--- config.mk ---
export PLATFORM = sky130hd
export DESIGN_NAME = reset_strap_config_select
export DESIGN_NICKNAME = d
export VERILOG_FILES = /design/src/hw/strap_field_extract.v /design/src/hw/reset_strap_config_select.v
export VERILOG_INCLUDE_DIRS = /design/src /design/src/hw
export SDC_FILE = /design/constraint.sdc
export NUM_CORES = 1
export LEC_CHECK = 0
export BUFFER_PORTS_ARGS = -buffer_cell sky130_fd_sc_hd__buf_2
export CAP_MARGIN = 20
export CORE_ASPECT_RATIO = 1.5
export CORE_UTILIZATION = 40
export DETAILED_ROUTE_END_ITERATION = 8
export PLACE_DENSITY = 0.55
export SLEW_MARGIN = 5
export SYNTH_ARGS = -nofsm -noshare
export SYNTH_HDL_FRONTEND = slang
export SYNTH_HIERARCHICAL = 1
export SYNTH_SLANG_ARGS = --single-unit
--- constraint.sdc ---
create_clock -name core_clk -period 20.2 [get_ports core_clk]
set_input_delay 1.01 -clock core_clk [delete_from_list [all_inputs] [get_ports core_clk]]
set_output_delay 1.01 -clock core_clk [all_outputs]
set_load 0.02 [all_outputs]
--- src/hw/reset_strap_config_select_defines.vh ---
`ifndef RESET_STRAP_CONFIG_SELECT_DEFINES_VH
`define RESET_STRAP_CONFIG_SELECT_DEFINES_VH

// ****************************************************
// Pin map
// ****************************************************
`define GPIO_COUNT        16
`define GPIO_SERIAL_SEL   9
`define GPIO_MUST_HIGH    8
`define CFG_INDEX_WIDTH   4
`define OUTPUT_COUNT      8

// ****************************************************
// Strap function masks when no info block is present
// ****************************************************
`define DEF_CFG_SEL_MASK  16'h000f
`define DEF_EEPROM_MASK   16'h0000
`define DEF_ADDR_MASK     16'h0000

// ****************************************************
// Setting register addresses
// ****************************************************
`define REG_SERIAL        2'h0
`define REG_EEPROM        2'h1
`define REG_OUT_EN        2'h2
`define REG_GPIO_OE       2'h3

// ****************************************************
// Field positions
// ****************************************************
`define SERIAL_I2C_BIT    0
`define SERIAL_A2_BIT     1
`define EEPROM_DIS_BIT    0

// ****************************************************
// Reset values
// ****************************************************
`define RST_OUT_EN        8'h00
`define RST_GPIO_OE       16'h0000
`define RST_CFG_INDEX     4'h0

`endif

--- src/hw/strap_field_extract.v ---
`timescale 1ns/10ps

// ****************************************************
// Per-function strap decode
// ****************************************************
module strap_field_extract #(
  parameter WIDTH = 16
) (
  input  wire [WIDTH-1:0] pins,
  input  wire [WIDTH-1:0] mask,
  output reg              anySel,
  output reg              highestBit,
  output reg              orBit,
  output reg  [WIDTH-1:0] packWord
);

  integer i;
  integer pos;

  always @* begin
    anySel     = 1'b0;
    highestBit = 1'b0;
    orBit      = 1'b0;
    packWord   = {WIDTH{1'b0}};
    pos        = 0;
    for (i = 0; i < WIDTH; i = i + 1) begin
      if (mask[i]) begin
        anySel      = 1'b1;
        highestBit  = pins[i];
        orBit       = orBit | pins[i];
        packWord[pos] = pins[i];
        pos         = pos + 1;
      end
    end
  end

endmodule // strap_field_extract

--- src/hw/reset_strap_config_select.v ---
`timescale 1ns/10ps
`include "reset_strap_config_select_defines.vh"

// Operation
// - Sample every GPIO on master reset rising edge to seed configuration.
// - Captured GPIO 9: low selects SPI, high selects I2C main port.
// - Address strap pin gives I2C address bit A2, else zero.
// - Several address strap pins: only highest index pin counts.
// - Address strap ignored when main port is SPI.
// - Any high EEPROM-disable strap blocks external EEPROM reads (OR).
// - No EEPROM-disable pin assigned: search for EEPROM at start-up.
// - No selection pins assigned: GPIO 3..0 form configuration index.
// - Undriven default pins pull up, selecting configuration 15.
// - Selection pins packed by index, lowest pin is LSB.
// - Fewer than four pins: upper index bits are zero.
// - More than four pins form a wider selection word.
// - Selection straps captured even when no configuration sets are stored.
// - Info block assigns strap pins; unprogrammed parts use defaults.
// - Info block may pick any number of arbitrary selection pins, up to all 16.
// - Strap-derived settings live in registers later writes may change.
// - Without loaded data, outputs disabled and GPIOs all inputs.
// - Reset brings up regulators, clocks, PLL calibration and lock.
// - Stored configuration with bad checksum is not applied.
module reset_strap_config_select (
  input  wire                          core_clk,
  input  wire                          srst,
  input  wire                          clkEn,
  input  wire                          masterResetInN,
  input  wire [`GPIO_COUNT-1:0]        gpioIn,
  input  wire                          infoBlockValid,
  input  wire [`GPIO_COUNT-1:0]        infoCfgSelMask,
  input  wire [`GPIO_COUNT-1:0]        infoEepromDisMask,
  input  wire [`GPIO_COUNT-1:0]        infoAddrMask,
  input  wire                          configSetsPresent,
  input  wire                          regulatorsReady,
  input  wire                          clocksReady,
  input  wire                          pllCalDone,
  input  wire                          pllLocked,
  input  wire                          loadDone,
  input  wire                          loadChecksumOk,
  input  wire                          loadWrEn,
  input  wire [1:0]                    loadWrAddr,
  input  wire [`GPIO_COUNT-1:0]        loadWrData,
  input  wire                          eepromDone,
  input  wire                          hostWrEn,
  input  wire [1:0]                    hostWrAddr,
  input  wire [`GPIO_COUNT-1:0]        hostWrData,
  output wire                          inReset,
  output reg                           regulatorEn_q,
  output reg                           clocksEn_q,
  output reg                           pllCalStart_q,
  output reg                           cfgLoadReq_q,
  output reg                           eepromSearchReq_q,
  output reg                           startupDone_q,
  output reg  [`GPIO_COUNT-1:0]        strapCapture_q,
  output reg  [`CFG_INDEX_WIDTH-1:0]   cfgIndex_q,
  output reg  [`GPIO_COUNT-1:0]        cfgSelWord_q,
  output reg                           serialI2c_q,
  output reg                           i2cAddrA2_q,
  output reg                           eepromDisable_q,
  output reg  [`OUTPUT_COUNT-1:0]      outputEnable_q,
  output reg  [`GPIO_COUNT-1:0]        gpioOutEnable_q,
  output reg                           strapFault_q
);

  // ****************************************************
  // Start-up sequence states
  // ****************************************************
  localparam ST_HOLD   = 3'h0;
  localparam ST_REG    = 3'h1;
  localparam ST_CLK    = 3'h2;
  localparam ST_PLLCAL = 3'h3;
  localparam ST_LOCK   = 3'h4;
  localparam ST_LOAD   = 3'h5;
  localparam ST_EEPROM = 3'h6;
  localparam ST_RUN    = 3'h7;

  reg  [2:0]                 state_q;
  reg  [2:0]                 state_d;
  reg                        mrPrev_q;
  reg  [`OUTPUT_COUNT-1:0]   stageOutEn_q;
  reg  [`GPIO_COUNT-1:0]     stageGpioOe_q;
  reg                        stageSerial_q;
  reg                        stageA2_q;
  reg                        stageEeprom_q;
  reg                        stageSerialHit_q;
  reg                        stageEepromHit_q;

  wire                       mrRise;
  wire [`GPIO_COUNT-1:0]     cfgMask;
  wire [`GPIO_COUNT-1:0]     eepromMask;
  wire [`GPIO_COUNT-1:0]     addrMask;
  wire                       addrAny;
  wire                       addrBit;
  wire                       eepromAny;
  wire                       eepromOr;
  wire [`GPIO_COUNT-1:0]     cfgPacked;
  wire                       strapI2c;
  wire                       loadCommit;

  assign inReset = ~masterResetInN;
  assign mrRise  = masterResetInN & ~mrPrev_q;

  // ****************************************************
  // Strap function assignment
  // ****************************************************
  assign cfgMask    = infoBlockValid ? infoCfgSelMask : `DEF_CFG_SEL_MASK;
  assign eepromMask = infoBlockValid ? infoEepromDisMask : `DEF_EEPROM_MASK;
  assign addrMask   = infoBlockValid ? infoAddrMask : `DEF_ADDR_MASK;
  assign strapI2c   = gpioIn[`GPIO_SERIAL_SEL];

  strap_field_extract #(
    .WIDTH      (`GPIO_COUNT)
  ) uCfgSel (
    .pins       (gpioIn),
    .mask       (cfgMask | ((|cfgMask) ? {`GPIO_COUNT{1'b0}} : `DEF_CFG_SEL_MASK)),
    .anySel     (),
    .highestBit (),
    .orBit      (),
    .packWord   (cfgPacked)
  );

  strap_field_extract #(
    .WIDTH      (`GPIO_COUNT)
  ) uEepromDis (
    .pins       (gpioIn),
    .mask       (eepromMask),
    .anySel     (eepromAny),
    .highestBit (),
    .orBit      (eepromOr),
    .packWord   ()
  );

  strap_field_extract #(
    .WIDTH      (`GPIO_COUNT)
  ) uAddrA2 (
    .pins       (gpioIn),
    .mask       (addrMask),
    .anySel     (addrAny),
    .highestBit (addrBit),
    .orBit      (),
    .packWord   ()
  );

  // ****************************************************
  // Sequence next state
  // ****************************************************
  always @* begin
    state_d = state_q;
    case (state_q)
      ST_HOLD:   if (mrRise) state_d = ST_REG;
      ST_REG:    if (regulatorsReady) state_d = ST_CLK;
      ST_CLK:    if (clocksReady) state_d = ST_PLLCAL;
      ST_PLLCAL: if (pllCalDone) state_d = ST_LOCK;
      ST_LOCK: begin
        if (pllLocked) begin
          if (configSetsPresent) begin
            state_d = ST_LOAD;
          end else if (!eepromDisable_q) begin
            state_d = ST_EEPROM;
          end else begin
            state_d = ST_RUN;
          end
        end
      end
      ST_LOAD: begin
        if (loadDone) begin
          state_d = eepromDisable_q ? ST_RUN : ST_EEPROM;
        end
      end
      ST_EEPROM: if (eepromDone) state_d = ST_RUN;
      ST_RUN:    state_d = ST_RUN;
      default:   state_d = ST_HOLD;
    endcase
  end

  assign loadCommit = (state_q == ST_LOAD) & loadDone & loadChecksumOk;

  // ****************************************************
  // Sequencer and request outputs
  // ****************************************************
  always @(posedge core_clk) begin
    if (srst) begin
      state_q           <= ST_HOLD;
      mrPrev_q          <= 1'b0;
      regulatorEn_q     <= 1'b0;
      clocksEn_q        <= 1'b0;
      pllCalStart_q     <= 1'b0;
      cfgLoadReq_q      <= 1'b0;
      eepromSearchReq_q <= 1'b0;
      startupDone_q     <= 1'b0;
    end else if (clkEn) begin
      mrPrev_q <= masterResetInN;
      if (!masterResetInN) begin
        state_q           <= ST_HOLD;
        regulatorEn_q     <= 1'b0;
        clocksEn_q        <= 1'b0;
        pllCalStart_q     <= 1'b0;
        cfgLoadReq_q      <= 1'b0;
        eepromSearchReq_q <= 1'b0;
        startupDone_q     <= 1'b0;
      end else begin
        state_q           <= state_d;
        regulatorEn_q     <= regulatorEn_q | (state_d == ST_REG);
        clocksEn_q        <= clocksEn_q | (state_d == ST_CLK);
        pllCalStart_q     <= (state_d == ST_PLLCAL) & (state_q != ST_PLLCAL);
        cfgLoadReq_q      <= (state_d == ST_LOAD) & (state_q != ST_LOAD);
        eepromSearchReq_q <= (state_d == ST_EEPROM) & (state_q != ST_EEPROM);
        startupDone_q     <= (state_d == ST_RUN);
      end
    end
  end

  // ****************************************************
  // Strap capture, held until next reset release
  // ****************************************************
  always @(posedge core_clk) begin
    if (srst) begin
      strapCapture_q <= {`GPIO_COUNT{1'b0}};
      cfgSelWord_q   <= {`GPIO_COUNT{1'b0}};
      cfgIndex_q     <= `RST_CFG_INDEX;
      strapFault_q   <= 1'b0;
    end else if (clkEn) begin
      if (!masterResetInN && !gpioIn[`GPIO_MUST_HIGH]) begin
        strapFault_q <= 1'b1;
      end else if (mrRise) begin
        strapFault_q <= strapFault_q & ~gpioIn[`GPIO_MUST_HIGH];
      end
      if (mrRise) begin
        strapCapture_q <= gpioIn;
        cfgSelWord_q   <= cfgPacked;
        cfgIndex_q     <= cfgPacked[`CFG_INDEX_WIDTH-1:0];
      end
    end
  end

  // ****************************************************
  // Staging of stored configuration writes
  // ****************************************************
  always @(posedge core_clk) begin
    if (srst) begin
      stageOutEn_q     <= `RST_OUT_EN;
      stageGpioOe_q    <= `RST_GPIO_OE;
      stageSerial_q    <= 1'b0;
      stageA2_q        <= 1'b0;
      stageEeprom_q    <= 1'b0;
      stageSerialHit_q <= 1'b0;
      stageEepromHit_q <= 1'b0;
    end else if (clkEn) begin
      if (cfgLoadReq_q) begin
        stageOutEn_q     <= `RST_OUT_EN;
        stageGpioOe_q    <= `RST_GPIO_OE;
        stageSerialHit_q <= 1'b0;
        stageEepromHit_q <= 1'b0;
      end else if (loadWrEn && state_q == ST_LOAD) begin
        case (loadWrAddr)
          `REG_SERIAL: begin
            stageSerial_q    <= loadWrData[`SERIAL_I2C_BIT];
            stageA2_q        <= loadWrData[`SERIAL_A2_BIT];
            stageSerialHit_q <= 1'b1;
          end
          `REG_EEPROM: begin
            stageEeprom_q    <= loadWrData[`EEPROM_DIS_BIT];
            stageEepromHit_q <= 1'b1;
          end
          `REG_OUT_EN:  stageOutEn_q  <= loadWrData[`OUTPUT_COUNT-1:0];
          `REG_GPIO_OE: stageGpioOe_q <= loadWrData;
          default:      stageGpioOe_q <= stageGpioOe_q;
        endcase
      end
    end
  end

  // ****************************************************
  // Settings registers
  // ****************************************************
  always @(posedge core_clk) begin
    if (srst) begin
      serialI2c_q     <= 1'b0;
      i2cAddrA2_q     <= 1'b0;
      eepromDisable_q <= 1'b0;
      outputEnable_q  <= `RST_OUT_EN;
      gpioOutEnable_q <= `RST_GPIO_OE;
    end else if (clkEn) begin
      if (!masterResetInN) begin
        outputEnable_q  <= `RST_OUT_EN;
        gpioOutEnable_q <= `RST_GPIO_OE;
      end else if (mrRise) begin
        serialI2c_q     <= strapI2c;
        i2cAddrA2_q     <= strapI2c & addrAny & addrBit;
        eepromDisable_q <= eepromAny & eepromOr;
      end else if (hostWrEn && startupDone_q) begin
        case (hostWrAddr)
          `REG_SERIAL: begin
            serialI2c_q <= hostWrData[`SERIAL_I2C_BIT];
            i2cAddrA2_q <= hostWrData[`SERIAL_A2_BIT];
          end
          `REG_EEPROM:  eepromDisable_q <= hostWrData[`EEPROM_DIS_BIT];
          `REG_OUT_EN:  outputEnable_q  <= hostWrData[`OUTPUT_COUNT-1:0];
          `REG_GPIO_OE: gpioOutEnable_q <= hostWrData;
          default:      gpioOutEnable_q <= gpioOutEnable_q;
        endcase
      end else if (loadCommit) begin
        if (stageSerialHit_q) begin
          serialI2c_q <= stageSerial_q;
          i2cAddrA2_q <= stageA2_q;
        end
        if (stageEepromHit_q) begin
          eepromDisable_q <= stageEeprom_q;
        end
        outputEnable_q  <= stageOutEn_q;
        gpioOutEnable_q <= stageGpioOe_q;
      end
    end
  end

endmodule // reset_strap_config_select

==> results of run 1 <==
## state kept, by name, indices dropped and copies added (netlist names), 3 cells and up
signal and count:
stageGpioOe_q 16, outputEnable_q 8, strapCapture_q 16, stageOutEn_q 8
cfgSelWord_q 13, state_q 3, cfgIndex_q 3, gpioOutEnable_q 16
## power by group through the flow
stage / logic, mW / registers, mW / clock network [mW]
2_1_floorplan: 0.506 / 0.213 / 0
3_3_place_gp: 0.685 / 0.209 / 0
3_5_place_dp: 0.688 / 0.209 / 0
4_1_cts: 0.691 / 0.204 / 0.222
5_1_grt: 0.761 / 0.205 / 0.228
6_report: 0.708 / 0.204 / 0.217
## area by class of cell
| type | instances | area [sq um] |
|---|---|---|
| Fill cell | 3170 | 16800 |
| Multi-Input combinational cell | 1353 | 9340 |
| Sequential cell | 99 | 1980 |
| Timing Repair Buffer | 199 | 1030 |
| Tap cell | 400 | 500 |
| Clock buffer | 9 | 225 |
| Inverter | 59 | 221 |
| Clock inverter | 7 | 145 |
## placed cells by master (no fill, tap or decap), types with 23 or more instances in the layout
cell       instances
a21oi_1           89
a22o_1            28
and2_1            58
and3_1            23
buf_2            185
dfxtp_1           99
ha_1              51
inv_1             54
mux2_2            27
mux2i_1           99
nand2_1          192
nand2b_1          26
nand3_1           87
nand4_1           38
nor2_1            98
nor3_1            73
nor4_1            47
o21ai_0           34
o2bb2ai_1         26
or3_1             25
xnor2_1           27
## worst reg2reg max path, cell delays in order, from the launching register on
cell      delay [ns]
dfxtp_1         0.46
nand2_1         0.63
nor3_1          0.12
o311ai_1        0.51
mux2_2          0.39
## per-layer routing
metal | routed length, um | up-vias | part of all wire, % | GRT usage, %
met3 | 3130 | 137 | 6.7 | 5.37
met1 | 17500 | 6194 | 37 | 31.1
met5 | 42 | - | 0.090 | 0
met4 | 2320 | 8 | 4.9 | 15.4
met2 | 23900 | 577 | 51 | 54.2
li1 | - | 6271 | - | -
## metrics by stage
step           worst slack [ns]  instances  total power [mW]
2_1_floorplan              8.77       1695             0.719
3_3_place_gp               6.65       2109             0.894
3_5_place_dp               6.24       2109             0.897
4_1_cts                    6.62       2125              1.12
5_1_grt                    5.51       2126              1.19
6_report                   6.36       2126              1.13
## worst paths after layout
| path | from | endpoint | slack [ns] |
|---|---|---|---|
| max | infoCfgSelMask[14] | cfgSelWord_q[11]$_SDFFE_PP0P_ | 6.36 |
| min | strapCapture_q[1]$_SDFFE_PP0P_ | strapCapture_q[1]$_SDFFE_PP0P_ | 0.45 |
| max reg2reg | startupDone_q$_SDFFE_PP0P_ | serialI2c_q$_SDFFE_PP0P_ | 17.98 |
| min reg2reg | strapCapture_q[1]$_SDFFE_PP0P_ | strapCapture_q[1]$_SDFFE_PP0P_ | 0.45 |
==> flow_summary.ini, run 1 <==
[cts]
postCtsSetupBuffers = 0
clk_latency_ns = 0.37
clkSlewWorstSetupHoldPaths_ns = 0.07
cts_buffers = 9
cts-hold-fix-buffers = 0
cts-resized-gates = 0
cts_tree = done
cts-root-buf = clkbuf_16
clockBufferDepth = 2
cts_num_sinks = 99
h-tree-depth = 3

[synthesis]
synthesis.area_sq_um = 12300
syn_avg_cell_area_sq_um = 7.27
syn_nets = 1862
ys_warn_count = 6
syn_inst = 1695

[placed_design]
port-buffer-count = 185
post-dp-hpwl_um = 37200
place.gp.congestion = 0.942
place_area_sq_um = 13100

[sta]
clock_skew_ns = 0.0101
fin_crit_sh_pct = 68.5
setup_viol_count_final = 0
relSlewSlack_pct = 22.2
period_needed_ns = 13.84
tightest_slew_ns = 1.16
fin_tns_setup_ns = 0
fmax_ghz = 0.0722
slew_viol_final = 0
rsz0062_at_grt = false
worst_hold_slack_ns = 0.454
hold_viol_final = 0

[pwr]
power_density_nw_per_um2 = 84.0
p_int_mw = 0.553
p_seq_share_pct = 18.1
p_leak_nw = 5.22
pwr-share-comb_pct = 62.7
p_switching_mw = 0.577
switching_share_pct = 51.0
vdd_drop_max_mv = 0.0483
p_clk_share_pct = 19.2

[detailed_routing]
vias = 13200
dr.pass1.iters = 8
wirelength_um = 46900
drc = 0
vias_per_cell = 6.20
ant_nets = 0
routedWlPerCell_um = 22.1
drt_iter0_markers = 982

[min_path]
hp-class = flip-flop to flip-flop
holdPathStages = 2

[critical_path]
crit_path_end_kind = flip-flop
critPathRequiredTime_ns = 20.41
crit_path_max_incr_delay_ns = 0.97
cp-start-kind = primary input
cp_top_family = simple AND/OR/NAND/NOR gates
cp.depth = 46
critPathMaxFanout = 11
crit_path_frequent_cell = ha_1
reg2regPathDepth = 4
critPathBufInv = 6
worst_ep_arrival_time_ns = 14.05
critical_path_class = primary input to flip-flop
crit_slowest_cell = nor4_1

[die]
die_area_sq_um = 31500
coreArea_sq_um = 30300
initial_core_util_pct = 40.7
row_count = 78
ios = 186
fp.dieH_um = 217
die_w_um = 145

[grt]
grt_pass1_wl_um = 72300
grt_max_degree = 52
gr-total-overflow = 0
antenna_found_initial = 4
grt_usage_pct = 29.2
grt_pass1_vias = 12800

[finish]
drive_above_1_share_pct = 17.3
final_nets = 1888
utilization_pct = 44.5
design_area_sq_um = 13400
syn2layout_area_growth_pct = 9.10
antenna_cells = 0

[status]
outcome = finished clean

[run]
drv_cap = 0
Note: power is estimated with default switching activity, not from simulation.
==> run 2, diff against run 1 <==
--- a/config.mk
+++ b/config.mk
@@ -6,6 +6,7 @@
 export SDC_FILE = /design/constraint.sdc
 export NUM_CORES = 1
 export LEC_CHECK = 0
+export ABC_AREA = 1
 export BUFFER_PORTS_ARGS = -buffer_cell sky130_fd_sc_hd__buf_2
 export CAP_MARGIN = 20
 export CORE_ASPECT_RATIO = 1.5
==> constraint.sdc (replaced) <==
create_clock -name core_clk -period 13 [get_ports core_clk]
set_input_delay 0.65 -clock core_clk [delete_from_list [all_inputs] [get_ports core_clk]]
set_output_delay 0.65 -clock core_clk [all_outputs]
set_load 0.02 [all_outputs]
==> run 2 against run 1 <==
Sequential power rose by 58%. Synthesized cell count up 25%. Design area is 3.5% lower. Register-to-register slack got worse by 7.3 ns. Global-route usage decreased by 3.0 points. Core utilization increased by 0.73 points. Final cell count grew 23%. First-iteration DRC count down 33%. Wire length shrank 17%. Worst hold slack worse by 0.013 ns.
==> flow_summary.ini, run 2 <==
[cts]
cts-resized-gates = 0
cts-root-buf = clkbuf_16
postCtsSetupBuffers = 0
cts_num_sinks = 99
h-tree-depth = 3
cts_buffers = 9
clk_latency_ns = 0.36
cts-hold-fix-buffers = 0
clockBufferDepth = 2
cts_tree = done
clkSlewWorstSetupHoldPaths_ns = 0.07

[sta]
clock_skew_ns = 0.0162
rsz0062_at_grt = false
hold_viol_final = 0
fin_tns_setup_ns = 0
tightest_slew_ns = 1.00
slew_viol_final = 0
fin_crit_sh_pct = 91.7
setup_viol_count_final = 0
worst_hold_slack_ns = 0.441
fmax_ghz = 0.0839
relSlewSlack_pct = 33.3
period_needed_ns = 11.92

[die]
die_area_sq_um = 29800
row_count = 76
die_w_um = 141
ios = 186
initial_core_util_pct = 40.5
fp.dieH_um = 211
coreArea_sq_um = 28700

[min_path]
hold_end = gpioOutEnable_q[11]$_SDFFE_PP0P_
hp-class = flip-flop to flip-flop
min_from = gpioOutEnable_q[11]$_SDFFE_PP0P_
holdPathStages = 2

[synthesis]
syn_nets = 2285
syn_inst = 2118
synthesis.area_sq_um = 11600
ys_warn_count = 6
syn_avg_cell_area_sq_um = 5.50

[finish]
utilization_pct = 45.2
n_fill_cell = 3249
final_common_cell = nand2_1
most-common-layout-cells = nand2_1, inv_1, nor2_1, buf_2, o21ai_0
syn2layout_area_growth_pct = 11.4
final_nets = 2386
drive_above_1_share_pct = 15.0
antenna_cells = 0
design_area_sq_um = 13000
top_regs = gpioOutEnable_q: 16 flops, stageGpioOe_q: 16 flops, strapCapture_q: 16 flops

[grt]
grt_max_degree = 45
gr-total-overflow = 0
grt_usage_pct = 26.2
grt_pass1_wl_um = 62400
antenna_found_initial = 0
grt_pass1_vias = 12400

[detailed_routing]
vias = 13200
drc = 0
wl_met3_um = 1520
dr.max_layer_used = met4
wirelength_um = 38900
wl_met2_um = 19700
vias_per_cell = 5.03
ant_nets = 0
met1Wirelength_um = 16100
dr.pass1.iters = 5
drt_iter0_markers = 661
routedWlPerCell_um = 14.9

[run]
drv_cap = 0

[status]
outcome = finished clean

[critical_path]
crit_path_frequent_cell = nand2_1
critical_path_class = primary input to flip-flop
crit_path_end_kind = flip-flop
r2r-end = gpioOutEnable_q[13]$_SDFFE_PP0P_
cp-start-kind = primary input
r2r-start = startupDone_q$_SDFFE_PP0P_
critPathMaxFanout = 21
reg2regPathDepth = 6
crit_slowest_cell = nor4_1
worst_ep_arrival_time_ns = 12.16
crit_path_max_incr_delay_ns = 0.78
critPathRequiredTime_ns = 13.25
reg2reg_slack_ns = 10.68

[pwr]
vdd_drop_max_mv = 0.0674
power_density_nw_per_um2 = 96.5
p_leak_nw = 6.71

[placed_design]
place_area_sq_um = 12600
place.gp.congestion = 0.957
port-buffer-count = 185
post-dp-hpwl_um = 32300
## run 2: layer usage
metal	vias up	global-route usage [%]
met5	-	0
met4	0	11.8
met3	81	2.02
met2	339	48.8
met1	5819	30.2
li1	6917	-
## run 2: layout make-up
type                       count  area (sq um)  share of cell area, %
clock buffer                  10           239                   1.84
clock inverter                 6           105                  0.810
inverter                     331          1250                   9.61
multi-input combinational   1590          7970                   61.4
sequential                    99          1980                   15.3
tap                          390           488                   3.76
timing repair buffer         188           948                   7.31
## run 2: power by group
part           switching (mW)  internal (mW)
sequential            0.00629          0.316
combinational           0.448          0.174
clock                   0.129          0.179
## run 2: worst max path at each step
stage / from / endpoint / slack (ns)
finish: infoCfgSelMask[2] / cfgSelWord_q[12]$_SDFFE_PP0P_ / 1.08
global route: infoCfgSelMask[2] / cfgSelWord_q[10]$_SDFFE_PP0P_ / 0.19
CTS: infoCfgSelMask[2] / cfgSelWord_q[14]$_SDFFE_PP0P_ / 0.96
detailed placement: infoCfgSelMask[2] / cfgSelWord_q[12]$_SDFFE_PP0P_ / 0.64
global placement: infoCfgSelMask[2] / cfgSelWord_q[14]$_SDFFE_PP0P_ / 0.81
floorplan: infoCfgSelMask[14] / cfgSelWord_q[6]$_SDFFE_PP0P_ / 3.17
## run 2: through the flow
step,setup WS (ns),power [mW],cells
floorplan,3.17,0.781,2118
global placement,0.813,0.946,2598
detailed placement,0.635,0.949,2598
CTS,0.965,1.26,2614
global route,0.186,1.35,2614
finish,1.08,1.25,2614
## run 2: critical path, delay by kind of cell
kind                     cells  cell delay [ns]
AND/OR/NAND/NOR             31             6.35
XOR/XNOR                     1             0.18
AO/OA/AOI/OAI                2             0.38
adder cells (fa/ha/maj)     13             3.80
buffers and inverters        8             0.78
